## src/core/gdi_pkg.sv

```systemverilog
/*
  constants, carrier types and state encodings for the general device interface.
  assumes a 25 MHz hclk and an AHB-Lite master that issues aligned single word transfers.
*/
package gdi_pkg;

  // ==========================================================================
  // timing
  localparam int unsigned CLK_PERIOD_NS = 40;
  localparam int unsigned PULSE_NS = 2000;
  // a pulse of roughly the printed width: whole cycles, never less than one
  localparam int unsigned PULSE_CYC = (PULSE_NS / CLK_PERIOD_NS) > 0 ?
                                      (PULSE_NS / CLK_PERIOD_NS) : 1;
  localparam int PULSE_W = 6;
  localparam logic [PULSE_W-1:0] PULSE_CNT = PULSE_W'(PULSE_CYC);
  localparam logic [PULSE_W-1:0] PULSE_ZERO = 6'h00;

  // ==========================================================================
  // register offsets (byte addresses)
  localparam logic [7:0] CSR_OFS = 8'h00;
  localparam logic [7:0] BUF_OFS = 8'h04;
  localparam logic [7:0] INP_OFS = 8'h08;
  localparam logic [7:0] CFG_OFS = 8'h0C;

  // control and status fields
  localparam int CSR_ENA_A_BIT = 6;
  localparam int CSR_ENA_B_BIT = 5;
  localparam int CSR_FLAG_A_BIT = 7;
  localparam int CSR_FLAG_B_BIT = 15;

  // configuration fields: fitted vector jumpers and request level
  localparam int CFG_JMP_LSB = 0;
  localparam int CFG_JMP_W = 6;
  localparam int CFG_LVL_LSB = 8;
  localparam int CFG_LVL_W = 2;
  localparam logic [CFG_JMP_W-1:0] JMP_RST = 6'h00;
  localparam logic [CFG_LVL_W-1:0] LVL_RST = 2'h1;

  // vector field on the bus data lines
  localparam int VEC_HI = 8;
  localparam int VEC_LO = 3;
  localparam int VEC_SEL_BIT = 2;
  localparam logic [15:0] VEC_OE = 16'h01FF;

  localparam logic [15:0] BUF_RST = 16'h0000;
  localparam logic [31:0] WORD_ZERO = 32'h00000000;

  // ==========================================================================
  // carriers
  typedef struct packed {
    logic flag;
    logic release_req;
    logic vector_start;
  } gdi_user_in_t;

  typedef struct packed {
    logic owner;
    logic vector_done;
  } gdi_user_out_t;

  typedef struct packed {
    logic bus_grant;
    logic bus_busy;
    logic slave_sync;
  } gdi_bus_in_t;

  typedef struct packed {
    logic [3:0] bus_request_line;
    logic bus_grant_out;
    logic selection_acknowledge_o;
    logic selection_acknowledge_oe;
    logic bus_busy_o;
    logic bus_busy_oe;
    logic interrupt_vector_strobe_o;
    logic interrupt_vector_strobe_oe;
    logic [15:0] data_o;
    logic [15:0] data_oe;
  } gdi_bus_out_t;

  // ==========================================================================
  // states
  typedef enum logic [2:0] {MC_IDLE, MC_REQ, MC_ACK, MC_OWN, MC_DONE} gdi_mc_state_t;
  typedef enum logic [1:0] {VS_IDLE, VS_DRIVE, VS_DONE} gdi_vec_state_t;

endpackage : gdi_pkg

```

## src/core/gdi_top.sv

```systemverilog
/*
  general device interface: AHB-Lite register slave, 16-bit output buffer,
  16-bit input port, two flag/request channels with master control and a
  vectored interrupt handshake on the system bus side.
  assumes all pin inputs are asynchronous to hclk; open-drain bus lines are
  resolved outside from the output enables.
*/
// Our own choices: the AHB-Lite slave port and the address map.
`timescale 1ns/1ps
module gdi_top
(
  // ==========================================================================
  // clock and reset
  input wire logic hclk,
  input wire logic hresetn,
  // ==========================================================================
  // AHB-Lite slave
  input wire logic hsel,
  input wire logic [31:0] haddr,
  input wire logic [1:0] htrans,
  input wire logic hwrite,
  input wire logic [2:0] hsize,
  input wire logic [31:0] hwdata,
  input wire logic hready,
  output logic hreadyout,
  output logic hresp,
  output logic [31:0] hrdata,
  // ==========================================================================
  // system bus side
  input wire gdi_pkg::gdi_bus_in_t bus_in,
  output gdi_pkg::gdi_bus_out_t bus_out,
  // ==========================================================================
  // peripheral side
  input wire gdi_pkg::gdi_user_in_t [1:0] user_in,
  input wire logic vector_low_select,
  input wire logic [15:0] input_lines,
  output gdi_pkg::gdi_user_out_t [1:0] user_out,
  output logic [15:0] buffer_out,
  output logic output_loaded,
  output logic input_read
);

  // ==========================================================================
  // input synchronisers
  logic [2:0] bus_meta_ff;
  logic [2:0] bus_sync_ff;
  logic [5:0] usr_meta_ff;
  logic [5:0] usr_sync_ff;
  logic [16:0] dat_meta_ff;
  logic [16:0] dat_sync_ff;

  always_ff @(posedge hclk or negedge hresetn)
  begin
    if (!hresetn)
    begin
      bus_meta_ff <= 3'h0;
      bus_sync_ff <= 3'h0;
      usr_meta_ff <= 6'h00;
      usr_sync_ff <= 6'h00;
      dat_meta_ff <= 17'h00000;
      dat_sync_ff <= 17'h00000;
    end
    else
    begin
      bus_meta_ff <= bus_in;
      bus_sync_ff <= bus_meta_ff;
      usr_meta_ff <= user_in;
      usr_sync_ff <= usr_meta_ff;
      dat_meta_ff <= {vector_low_select, input_lines};
      dat_sync_ff <= dat_meta_ff;
    end
  end

  gdi_pkg::gdi_bus_in_t bus_s;
  gdi_pkg::gdi_user_in_t [1:0] usr_s;
  logic vec_low_s;
  logic [15:0] inputs_s;

  assign bus_s = bus_sync_ff;
  assign usr_s = usr_sync_ff;
  assign vec_low_s = dat_sync_ff[16];
  assign inputs_s = dat_sync_ff[15:0];

  // ==========================================================================
  // AHB-Lite address and data phase
  function automatic logic word_ok(input logic [31:0] addr, input logic [2:0] size);
    word_ok = (addr[1:0] == 2'h0) && (size == 3'h2);
  endfunction : word_ok

  logic accept;
  logic wr_pend_ff;
  logic [7:0] wr_addr_ff;
  logic [31:0] hrdata_ff;
  logic rd_inp;

  assign accept = hsel && htrans[1] && hready;
  // a read of the input register is acted on in its address phase
  assign rd_inp = accept && !hwrite && word_ok(haddr, hsize) && (haddr[7:0] == gdi_pkg::INP_OFS);

  // zero wait states: read data are captured at the address phase edge
  assign hreadyout = 1'b1;
  assign hresp = 1'b0;
  assign hrdata = hrdata_ff;

  always_ff @(posedge hclk or negedge hresetn)
  begin
    if (!hresetn)
    begin
      wr_pend_ff <= 1'b0;
      wr_addr_ff <= 8'h00;
    end
    else if (hready)
    begin
      wr_pend_ff <= accept && hwrite && word_ok(haddr, hsize) && (haddr[31:8] == 24'h000000);
      wr_addr_ff <= haddr[7:0];
    end
  end

  // ==========================================================================
  // registers
  logic [1:0] enable_ff;
  logic [15:0] buf_ff;
  logic [gdi_pkg::CFG_JMP_W-1:0] jumper_ff;
  logic [gdi_pkg::CFG_LVL_W-1:0] level_ff;
  logic wr_csr;
  logic wr_buf;
  logic wr_cfg;

  assign wr_csr = wr_pend_ff && (wr_addr_ff == gdi_pkg::CSR_OFS);
  assign wr_buf = wr_pend_ff && (wr_addr_ff == gdi_pkg::BUF_OFS);
  assign wr_cfg = wr_pend_ff && (wr_addr_ff == gdi_pkg::CFG_OFS);

  always_ff @(posedge hclk or negedge hresetn)
  begin
    if (!hresetn)
      enable_ff <= 2'h0;
    else if (wr_csr)
    begin
      enable_ff[0] <= hwdata[gdi_pkg::CSR_ENA_A_BIT];
      enable_ff[1] <= hwdata[gdi_pkg::CSR_ENA_B_BIT];
    end
  end

  always_ff @(posedge hclk or negedge hresetn)
  begin
    if (!hresetn)
      buf_ff <= gdi_pkg::BUF_RST;
    else if (wr_buf)
      buf_ff <= hwdata[15:0];
  end

  always_ff @(posedge hclk or negedge hresetn)
  begin
    if (!hresetn)
    begin
      jumper_ff <= gdi_pkg::JMP_RST;
      level_ff <= gdi_pkg::LVL_RST;
    end
    else if (wr_cfg)
    begin
      jumper_ff <= hwdata[gdi_pkg::CFG_JMP_LSB +: gdi_pkg::CFG_JMP_W];
      level_ff <= hwdata[gdi_pkg::CFG_LVL_LSB +: gdi_pkg::CFG_LVL_W];
    end
  end

  assign buffer_out = buf_ff;

  // read mux: flags show the live lines whatever the enables say
  logic [31:0] rd_word;

  always_comb
  begin
    rd_word = gdi_pkg::WORD_ZERO;
    if (word_ok(haddr, hsize) && (haddr[31:8] == 24'h000000))
    begin
      unique case (haddr[7:0])
        gdi_pkg::CSR_OFS:
        begin
          rd_word[gdi_pkg::CSR_ENA_A_BIT] = enable_ff[0];
          rd_word[gdi_pkg::CSR_ENA_B_BIT] = enable_ff[1];
          rd_word[gdi_pkg::CSR_FLAG_A_BIT] = usr_s[0].flag;
          rd_word[gdi_pkg::CSR_FLAG_B_BIT] = usr_s[1].flag;
        end
        gdi_pkg::BUF_OFS: rd_word[15:0] = buf_ff;
        gdi_pkg::INP_OFS: rd_word[15:0] = inputs_s;
        gdi_pkg::CFG_OFS:
        begin
          rd_word[gdi_pkg::CFG_JMP_LSB +: gdi_pkg::CFG_JMP_W] = jumper_ff;
          rd_word[gdi_pkg::CFG_LVL_LSB +: gdi_pkg::CFG_LVL_W] = level_ff;
        end
        default: rd_word = gdi_pkg::WORD_ZERO;
      endcase
    end
  end

  always_ff @(posedge hclk or negedge hresetn)
  begin
    if (!hresetn)
      hrdata_ff <= gdi_pkg::WORD_ZERO;
    else if (accept && !hwrite)
      hrdata_ff <= rd_word;
  end

  // ==========================================================================
  // peripheral pulses
  logic [gdi_pkg::PULSE_W-1:0] load_cnt_ff;
  logic [gdi_pkg::PULSE_W-1:0] read_cnt_ff;

  always_ff @(posedge hclk or negedge hresetn)
  begin
    if (!hresetn)
      load_cnt_ff <= gdi_pkg::PULSE_ZERO;
    else if (wr_buf)
      load_cnt_ff <= gdi_pkg::PULSE_CNT;
    else if (load_cnt_ff != gdi_pkg::PULSE_ZERO)
      load_cnt_ff <= load_cnt_ff - 6'h01;
  end

  always_ff @(posedge hclk or negedge hresetn)
  begin
    if (!hresetn)
      read_cnt_ff <= gdi_pkg::PULSE_ZERO;
    else if (rd_inp)
      read_cnt_ff <= gdi_pkg::PULSE_CNT;
    else if (read_cnt_ff != gdi_pkg::PULSE_ZERO)
      read_cnt_ff <= read_cnt_ff - 6'h01;
  end

  // a new access restarts the pulse rather than stretching a second one
  assign output_loaded = load_cnt_ff != gdi_pkg::PULSE_ZERO;
  assign input_read = read_cnt_ff != gdi_pkg::PULSE_ZERO;

  // ==========================================================================
  // master control, one machine per channel
  gdi_pkg::gdi_mc_state_t [1:0] mc_state_ff;
  gdi_pkg::gdi_mc_state_t [1:0] nxt_mc_state;
  logic [1:0] want;
  logic [1:0] grant_into;
  logic [1:0] grant_pass;

  // channel A sees the grant first, so it outranks channel B
  assign grant_into[0] = bus_s.bus_grant;
  assign grant_into[1] = grant_pass[0];

  always_comb
  begin
    for (int ch = 0; ch < 2; ch++)
    begin
      want[ch] = usr_s[ch].flag && enable_ff[ch];
      grant_pass[ch] = grant_into[ch] && ((mc_state_ff[ch] == gdi_pkg::MC_IDLE) ||
                       (mc_state_ff[ch] == gdi_pkg::MC_OWN) ||
                       (mc_state_ff[ch] == gdi_pkg::MC_DONE));
      nxt_mc_state[ch] = mc_state_ff[ch];
      unique case (mc_state_ff[ch])
        gdi_pkg::MC_IDLE:
          if (want[ch])
            nxt_mc_state[ch] = gdi_pkg::MC_REQ;
        gdi_pkg::MC_REQ:
          if (!want[ch])
            nxt_mc_state[ch] = gdi_pkg::MC_IDLE;
          else if (grant_into[ch])
            nxt_mc_state[ch] = gdi_pkg::MC_ACK;
        gdi_pkg::MC_ACK:
          if (!grant_into[ch] && !bus_s.bus_busy && !bus_s.slave_sync)
            nxt_mc_state[ch] = gdi_pkg::MC_OWN;
        gdi_pkg::MC_OWN:
          if (usr_s[ch].release_req)
            nxt_mc_state[ch] = gdi_pkg::MC_DONE;
          else if (!want[ch])
            nxt_mc_state[ch] = gdi_pkg::MC_IDLE;
        gdi_pkg::MC_DONE:
          if (!want[ch])
            nxt_mc_state[ch] = gdi_pkg::MC_IDLE;
        default: nxt_mc_state[ch] = gdi_pkg::MC_IDLE;
      endcase
    end
  end

  always_ff @(posedge hclk or negedge hresetn)
  begin
    if (!hresetn)
    begin
      mc_state_ff[0] <= gdi_pkg::MC_IDLE;
      mc_state_ff[1] <= gdi_pkg::MC_IDLE;
    end
    else
      mc_state_ff <= nxt_mc_state;
  end

  // ==========================================================================
  // vector transfer
  gdi_pkg::gdi_vec_state_t vec_state_ff;
  logic vec_chan_ff;
  logic [1:0] done_ff;
  logic [15:0] vec_data_ff;

  always_ff @(posedge hclk or negedge hresetn)
  begin
    if (!hresetn)
    begin
      vec_state_ff <= gdi_pkg::VS_IDLE;
      vec_chan_ff <= 1'b0;
      done_ff <= 2'h0;
      vec_data_ff <= 16'h0000;
    end
    else
    begin
      unique case (vec_state_ff)
        gdi_pkg::VS_IDLE:
          if (usr_s[0].vector_start || usr_s[1].vector_start)
          begin
            vec_state_ff <= gdi_pkg::VS_DRIVE;
            vec_chan_ff <= !usr_s[0].vector_start;
            vec_data_ff <= 16'h0000;
            vec_data_ff[gdi_pkg::VEC_HI:gdi_pkg::VEC_LO] <= ~jumper_ff;
            vec_data_ff[gdi_pkg::VEC_SEL_BIT] <= vec_low_s;
          end
        gdi_pkg::VS_DRIVE:
          if (bus_s.slave_sync)
          begin
            vec_state_ff <= gdi_pkg::VS_DONE;
            done_ff[vec_chan_ff] <= 1'b1;
          end
        gdi_pkg::VS_DONE:
          // done holds until the user drops its start, so one start gives one vector
          if (!usr_s[vec_chan_ff].vector_start)
          begin
            vec_state_ff <= gdi_pkg::VS_IDLE;
            done_ff <= 2'h0;
          end
        default: vec_state_ff <= gdi_pkg::VS_IDLE;
      endcase
    end
  end

  logic vec_drive;
  assign vec_drive = vec_state_ff == gdi_pkg::VS_DRIVE;

  // ==========================================================================
  // outputs
  logic [1:0] req_on;
  logic [1:0] ack_on;
  logic [1:0] own_on;

  always_comb
  begin
    for (int ch = 0; ch < 2; ch++)
    begin
      req_on[ch] = (mc_state_ff[ch] == gdi_pkg::MC_REQ) ||
                   (mc_state_ff[ch] == gdi_pkg::MC_ACK);
      ack_on[ch] = mc_state_ff[ch] == gdi_pkg::MC_ACK;
      own_on[ch] = mc_state_ff[ch] == gdi_pkg::MC_OWN;
      user_out[ch].owner = own_on[ch];
      user_out[ch].vector_done = done_ff[ch];
    end
  end

  always_comb
  begin
    bus_out.bus_request_line = 4'h0;
    bus_out.bus_request_line[level_ff] = |req_on;
    bus_out.bus_grant_out = grant_pass[1];
    bus_out.selection_acknowledge_o = |ack_on;
    bus_out.selection_acknowledge_oe = |ack_on;
    bus_out.bus_busy_o = |own_on;
    bus_out.bus_busy_oe = |own_on;
    bus_out.interrupt_vector_strobe_o = vec_drive;
    bus_out.interrupt_vector_strobe_oe = vec_drive;
    bus_out.data_o = vec_data_ff;
    bus_out.data_oe = vec_drive ? gdi_pkg::VEC_OE : 16'h0000;
  end

endmodule : gdi_top

```

## config.mk

```make
export PLATFORM = sky130hd
export DESIGN_NAME = gdi_top
export DESIGN_NICKNAME = d
export VERILOG_FILES = /design/src/core/gdi_pkg.sv /design/src/core/gdi_top.sv
export SDC_FILE = /design/constraint.sdc
export NUM_CORES = 1
export LEC_CHECK = 0
export BUFFER_PORTS_ARGS = -buffer_cell sky130_fd_sc_hd__buf_2
export CELL_PAD_IN_SITES_DETAIL_PLACEMENT = 1
export CELL_PAD_IN_SITES_GLOBAL_PLACEMENT = 2
export CORE_UTILIZATION = 28
export DETAILED_ROUTE_END_ITERATION = 7
export GPL_TIMING_DRIVEN = 0
export PLACE_DENSITY_LB_ADDON = 0.2
export SLEW_MARGIN = 20
export SYNTH_ARGS = -nofsm -noshare
export SYNTH_HDL_FRONTEND = slang
export SYNTH_SLANG_ARGS = --single-unit
```

## constraint.sdc

```tcl
create_clock -name hclk -period 2.01 [get_ports hclk]
set_input_delay 0.201 -clock hclk [delete_from_list [all_inputs] [get_ports hclk]]
set_output_delay 0.201 -clock hclk [all_outputs]
set_load 0.01 [all_outputs]
```

==> flow_metrics.py <==
metrics = {
    "placement": {
        "place_ws_ns": -0.183,
        "placed_area_um2": 6790,
        "port_buffers": 146,
        "dpl.hpwl_um": 11000,
        "gp_congestion": 0.726,
        "place_inst": 896,
    },
    "global_route": {
        "grt_first_pass_wirelength_um": 23200,
        "grt_pass1_vias": 4369,
        "grt_max_degree": 70,
        "track_usage_pct": 15.1,
        "grt_overflow_total": 0,
        "antenna_found_initial": 0,
    },
    "timing": {
        "relSlewSlack_pct": 50.6,
        "min_period_ns": 1.99,
        "worstMarginPinSlew_ns": 0.740,
        "fin_crit_sh_pct": 99.0,
        "hold_viol_final": 0,
        "fmax_mhz": 503,
        "report.final.slew_viol_count": 0,
        "rsz0062_at_grt": "true",
        "tns_ns": 0,
        "setup_violations": 0,
        "skew_ns": 0.00751,
        "layout_setup_ws_ns": 0.0204,
    },
    "synth": {
        "ys_types": 52,
        "synth.top_cell.area_share_pct": 59.3,
        "synth-seq-cells": 133,
        "avgSynthCellArea_um2": 12.3,
        "synth_area_leaders": "dfrtp_1, buf_4, mux2_2",
        "yosys_warnings": 0,
        "synth_area_um2": 5570,
        "yosysTopAreaCell": "dfrtp_1",
        "syn_inst": 452,
        "ys_seq_area_share_pct": 59.8,
    },
    "setup_path": {
        "worst_ep_required_time_ns": 2.30,
        "critPathKind": "reg2reg",
        "crit_arrival_ns": 2.28,
        "critPathLaunchType": "register",
        "crit_fanout": 10,
        "path_cells": "or4b_4 -> nor4_4 -> buf_4 -> nand3b_4 -> buf_12 -> mux2_4",
        "critical_path.max_stage_delay_ns": 0.55,
        "endpoint_kind": "register",
        "cp_slowest_cell": "or4b_4",
    },
    "clock_network": {
        "cts_sinks": 133,
        "clockBufferDepth": 2,
        "worst_skew_pair.late_latency_ns": 0.42,
        "cts_tree": "done",
        "path_clk_slew_ns": 0.06,
        "htree_levels": 4,
        "cts_root_buffer": "clkbuf_16",
        "cts_buffers": 17,
    },
    "pwr": {
        "p_leak_nw": 3.80,
        "p_total_mw": 8.73,
        "vdd_ir_drop_max_mv": 0.636,
        "p_per_area_nw_per_um2": 1120,
    },
    "floorplanning": {
        "die_area_um2": 20500,
        "die_w_um": 143,
        "ios": 199,
        "core_area_um2": 19500,
        "die_h_um": 143,
        "rows": 51,
        "initial_utilization_pct": 28.6,
    },
    "final_layout": {
        "layout-drive-gt1-share_pct": 42.7,
        "antenna_cells": 0,
        "mostFrequentLayoutCell": "buf_2",
        "fin_area_um2": 7820,
        "layout_common_cells": "buf_2, dfrtp_1, buf_4",
        "area_growth_syn_to_layout_pct": 40.3,
        "final-instance-count-excl-fill": 965,
        "fin_nets": 789,
    },
    "drt": {
        "dr.pass1.iters": 4,
        "final_antenna_net_count": 0,
        "avgRoutedWirePerCell_um": 15.3,
        "wirelength_um": 14700,
        "vias": 4160,
        "drt-initial-drc-count": 139,
        "drc": 0,
        "routed_via_density": 4.31,
    },
    "status": {
        "status": "complete, no violations",
    },
    "min_path": {
        "min_path_type": "in2reg",
    },
    "flow_run": {
        "drv_cap": 0,
    },
}
==> path summary, 6_finish.rpt <==
kind / to / start / slack (ns) / cells after the start
min: buffer_out[7]$_DFFE_PN0P_ / hwdata[7] / 0.02 / 2
min reg2reg: dat_sync_ff[14]$_DFF_PN0_ / dat_meta_ff[14]$_DFF_PN0_ / 0.35 / 0
max: buffer_out[4]$_DFFE_PN0P_ / wr_addr_ff[4]$_DFFE_PN0P_ / 0.02 / 6
max reg2reg: buffer_out[4]$_DFFE_PN0P_ / wr_addr_ff[4]$_DFFE_PN0P_ / 0.02 / 6
max in group asynchronous: level_ff[0]$_DFFE_PN1P_ / hresetn / 0.97 / 3
min in group asynchronous: bus_meta_ff[2]$_DFF_PN0_ / hresetn / 0.31 / 2
==> registers in the layout (all words and copies together), names as in the netlist <==
register / flops
buffer_out: 16
bus_meta_ff: 3
bus_s: 3
dat_meta_ff: 17
dat_sync_ff: 17
done_ff: 2
enable_ff: 2
hrdata: 16
jumper_ff: 6
level_ff: 2
load_cnt_ff: 6
mc_state_ff: 6
read_cnt_ff: 6
usr_meta_ff: 6
usr_s: 6
vec_chan_ff: 1
vec_data_ff: 7
vec_state_ff: 2
wr_addr_ff: 8
wr_pend_ff: 1
==> kinds of logic after synthesis <==
| logic type | count (synthesis) | synth area share, % |
|---|---|---|
| DFF | 133 | 59.8 |
| and+or+nand+nor | 118 | 11.5 |
| buffers and inverters | 72 | 8.33 |
| AOI/OAI and AO/OA | 71 | 8.13 |
| muxes | 50 | 11.1 |
| xor gates and xnor gates | 4 | 0.629 |
| adders and majority gates | 2 | 0.449 |
| other | 2 | 0.135 |
==> repair_timing <==
action,CTS,global route
hold buffers,29,0
gates resized for setup,11,5
buffers inserted,5,3
pin swaps,1,2
hold endpoints to repair,92,0
setup endpoints to repair,26,28
gates cloned,0,0
==> where the power goes <==
part,internal [mW],switching (mW)
Combinational,1.12,1.11
Clock,1.96,1.17
Sequential,3.06,0.314
Total,6.14,2.59
==> through the flow <==
step	utilization, %	hold slack, ns
after global routing	40.2	0.00629
after global placement	34.7	0.309
after detailed placement	34.9	0.180
final	40.2	0.0181
after CTS	39.9	0.0000309
after floorplan	-	-0.0946
==> final cells by class <==
type / instances / area, µm²
timing repair buffer: 184 / 1120
tap: 265 / 332
inverter: 11 / 41.3
sequential: 133 / 3330
buffer: 61 / 440
clock inverter: 11 / 124
clock buffer: 21 / 480
multi-input combinational: 279 / 1950
fill: 2156 / 11600
==> Yosys cell counts (all sizes together) <==
cell type and count:
and3b 2, nor2 21, or4b 2, or2 2, a21oi 13, o32ai 2, mux4 1, or3 3
o31ai 15, nor3 5, a22oi 12, conb 2, nand2b 3, nand3b 4, or4 1, nand3 8
dfrtp 132, and3 1, mux2i 6, a21boi 2, xnor2 4, or3b 2, a32o 1, nand2 41
and2 3, nand4 2, dfstp 1, ha 2, clkbuf 7, inv 11, o22ai 2, and4 3
nor3b 4, o21a 1, buf 54, o21ai 20, nor2b 3, a22o 1, a31oi 1, mux2 43
nor4 7, o211ai 1, nand4b 1
==> critical path, delay by kind of cell (launching register included) <==
family	cells	cell delay [ns]
buf+inv	2	0.37
mux	1	0.30
simple gates	3	0.83
flops	1	0.37
==> routing by layer <==
metal | vias to the layer above | track usage (%) | wire (µm)
met2 | 96 | 25.4 | 7430
met4 | 0 | 5.04 | 192
li1 | 1977 | - | -
met5 | - | 0 | 0
met3 | 13 | 3.02 | 517
met1 | 2074 | 19.4 | 6590
(Power assumes the default switching activity.)
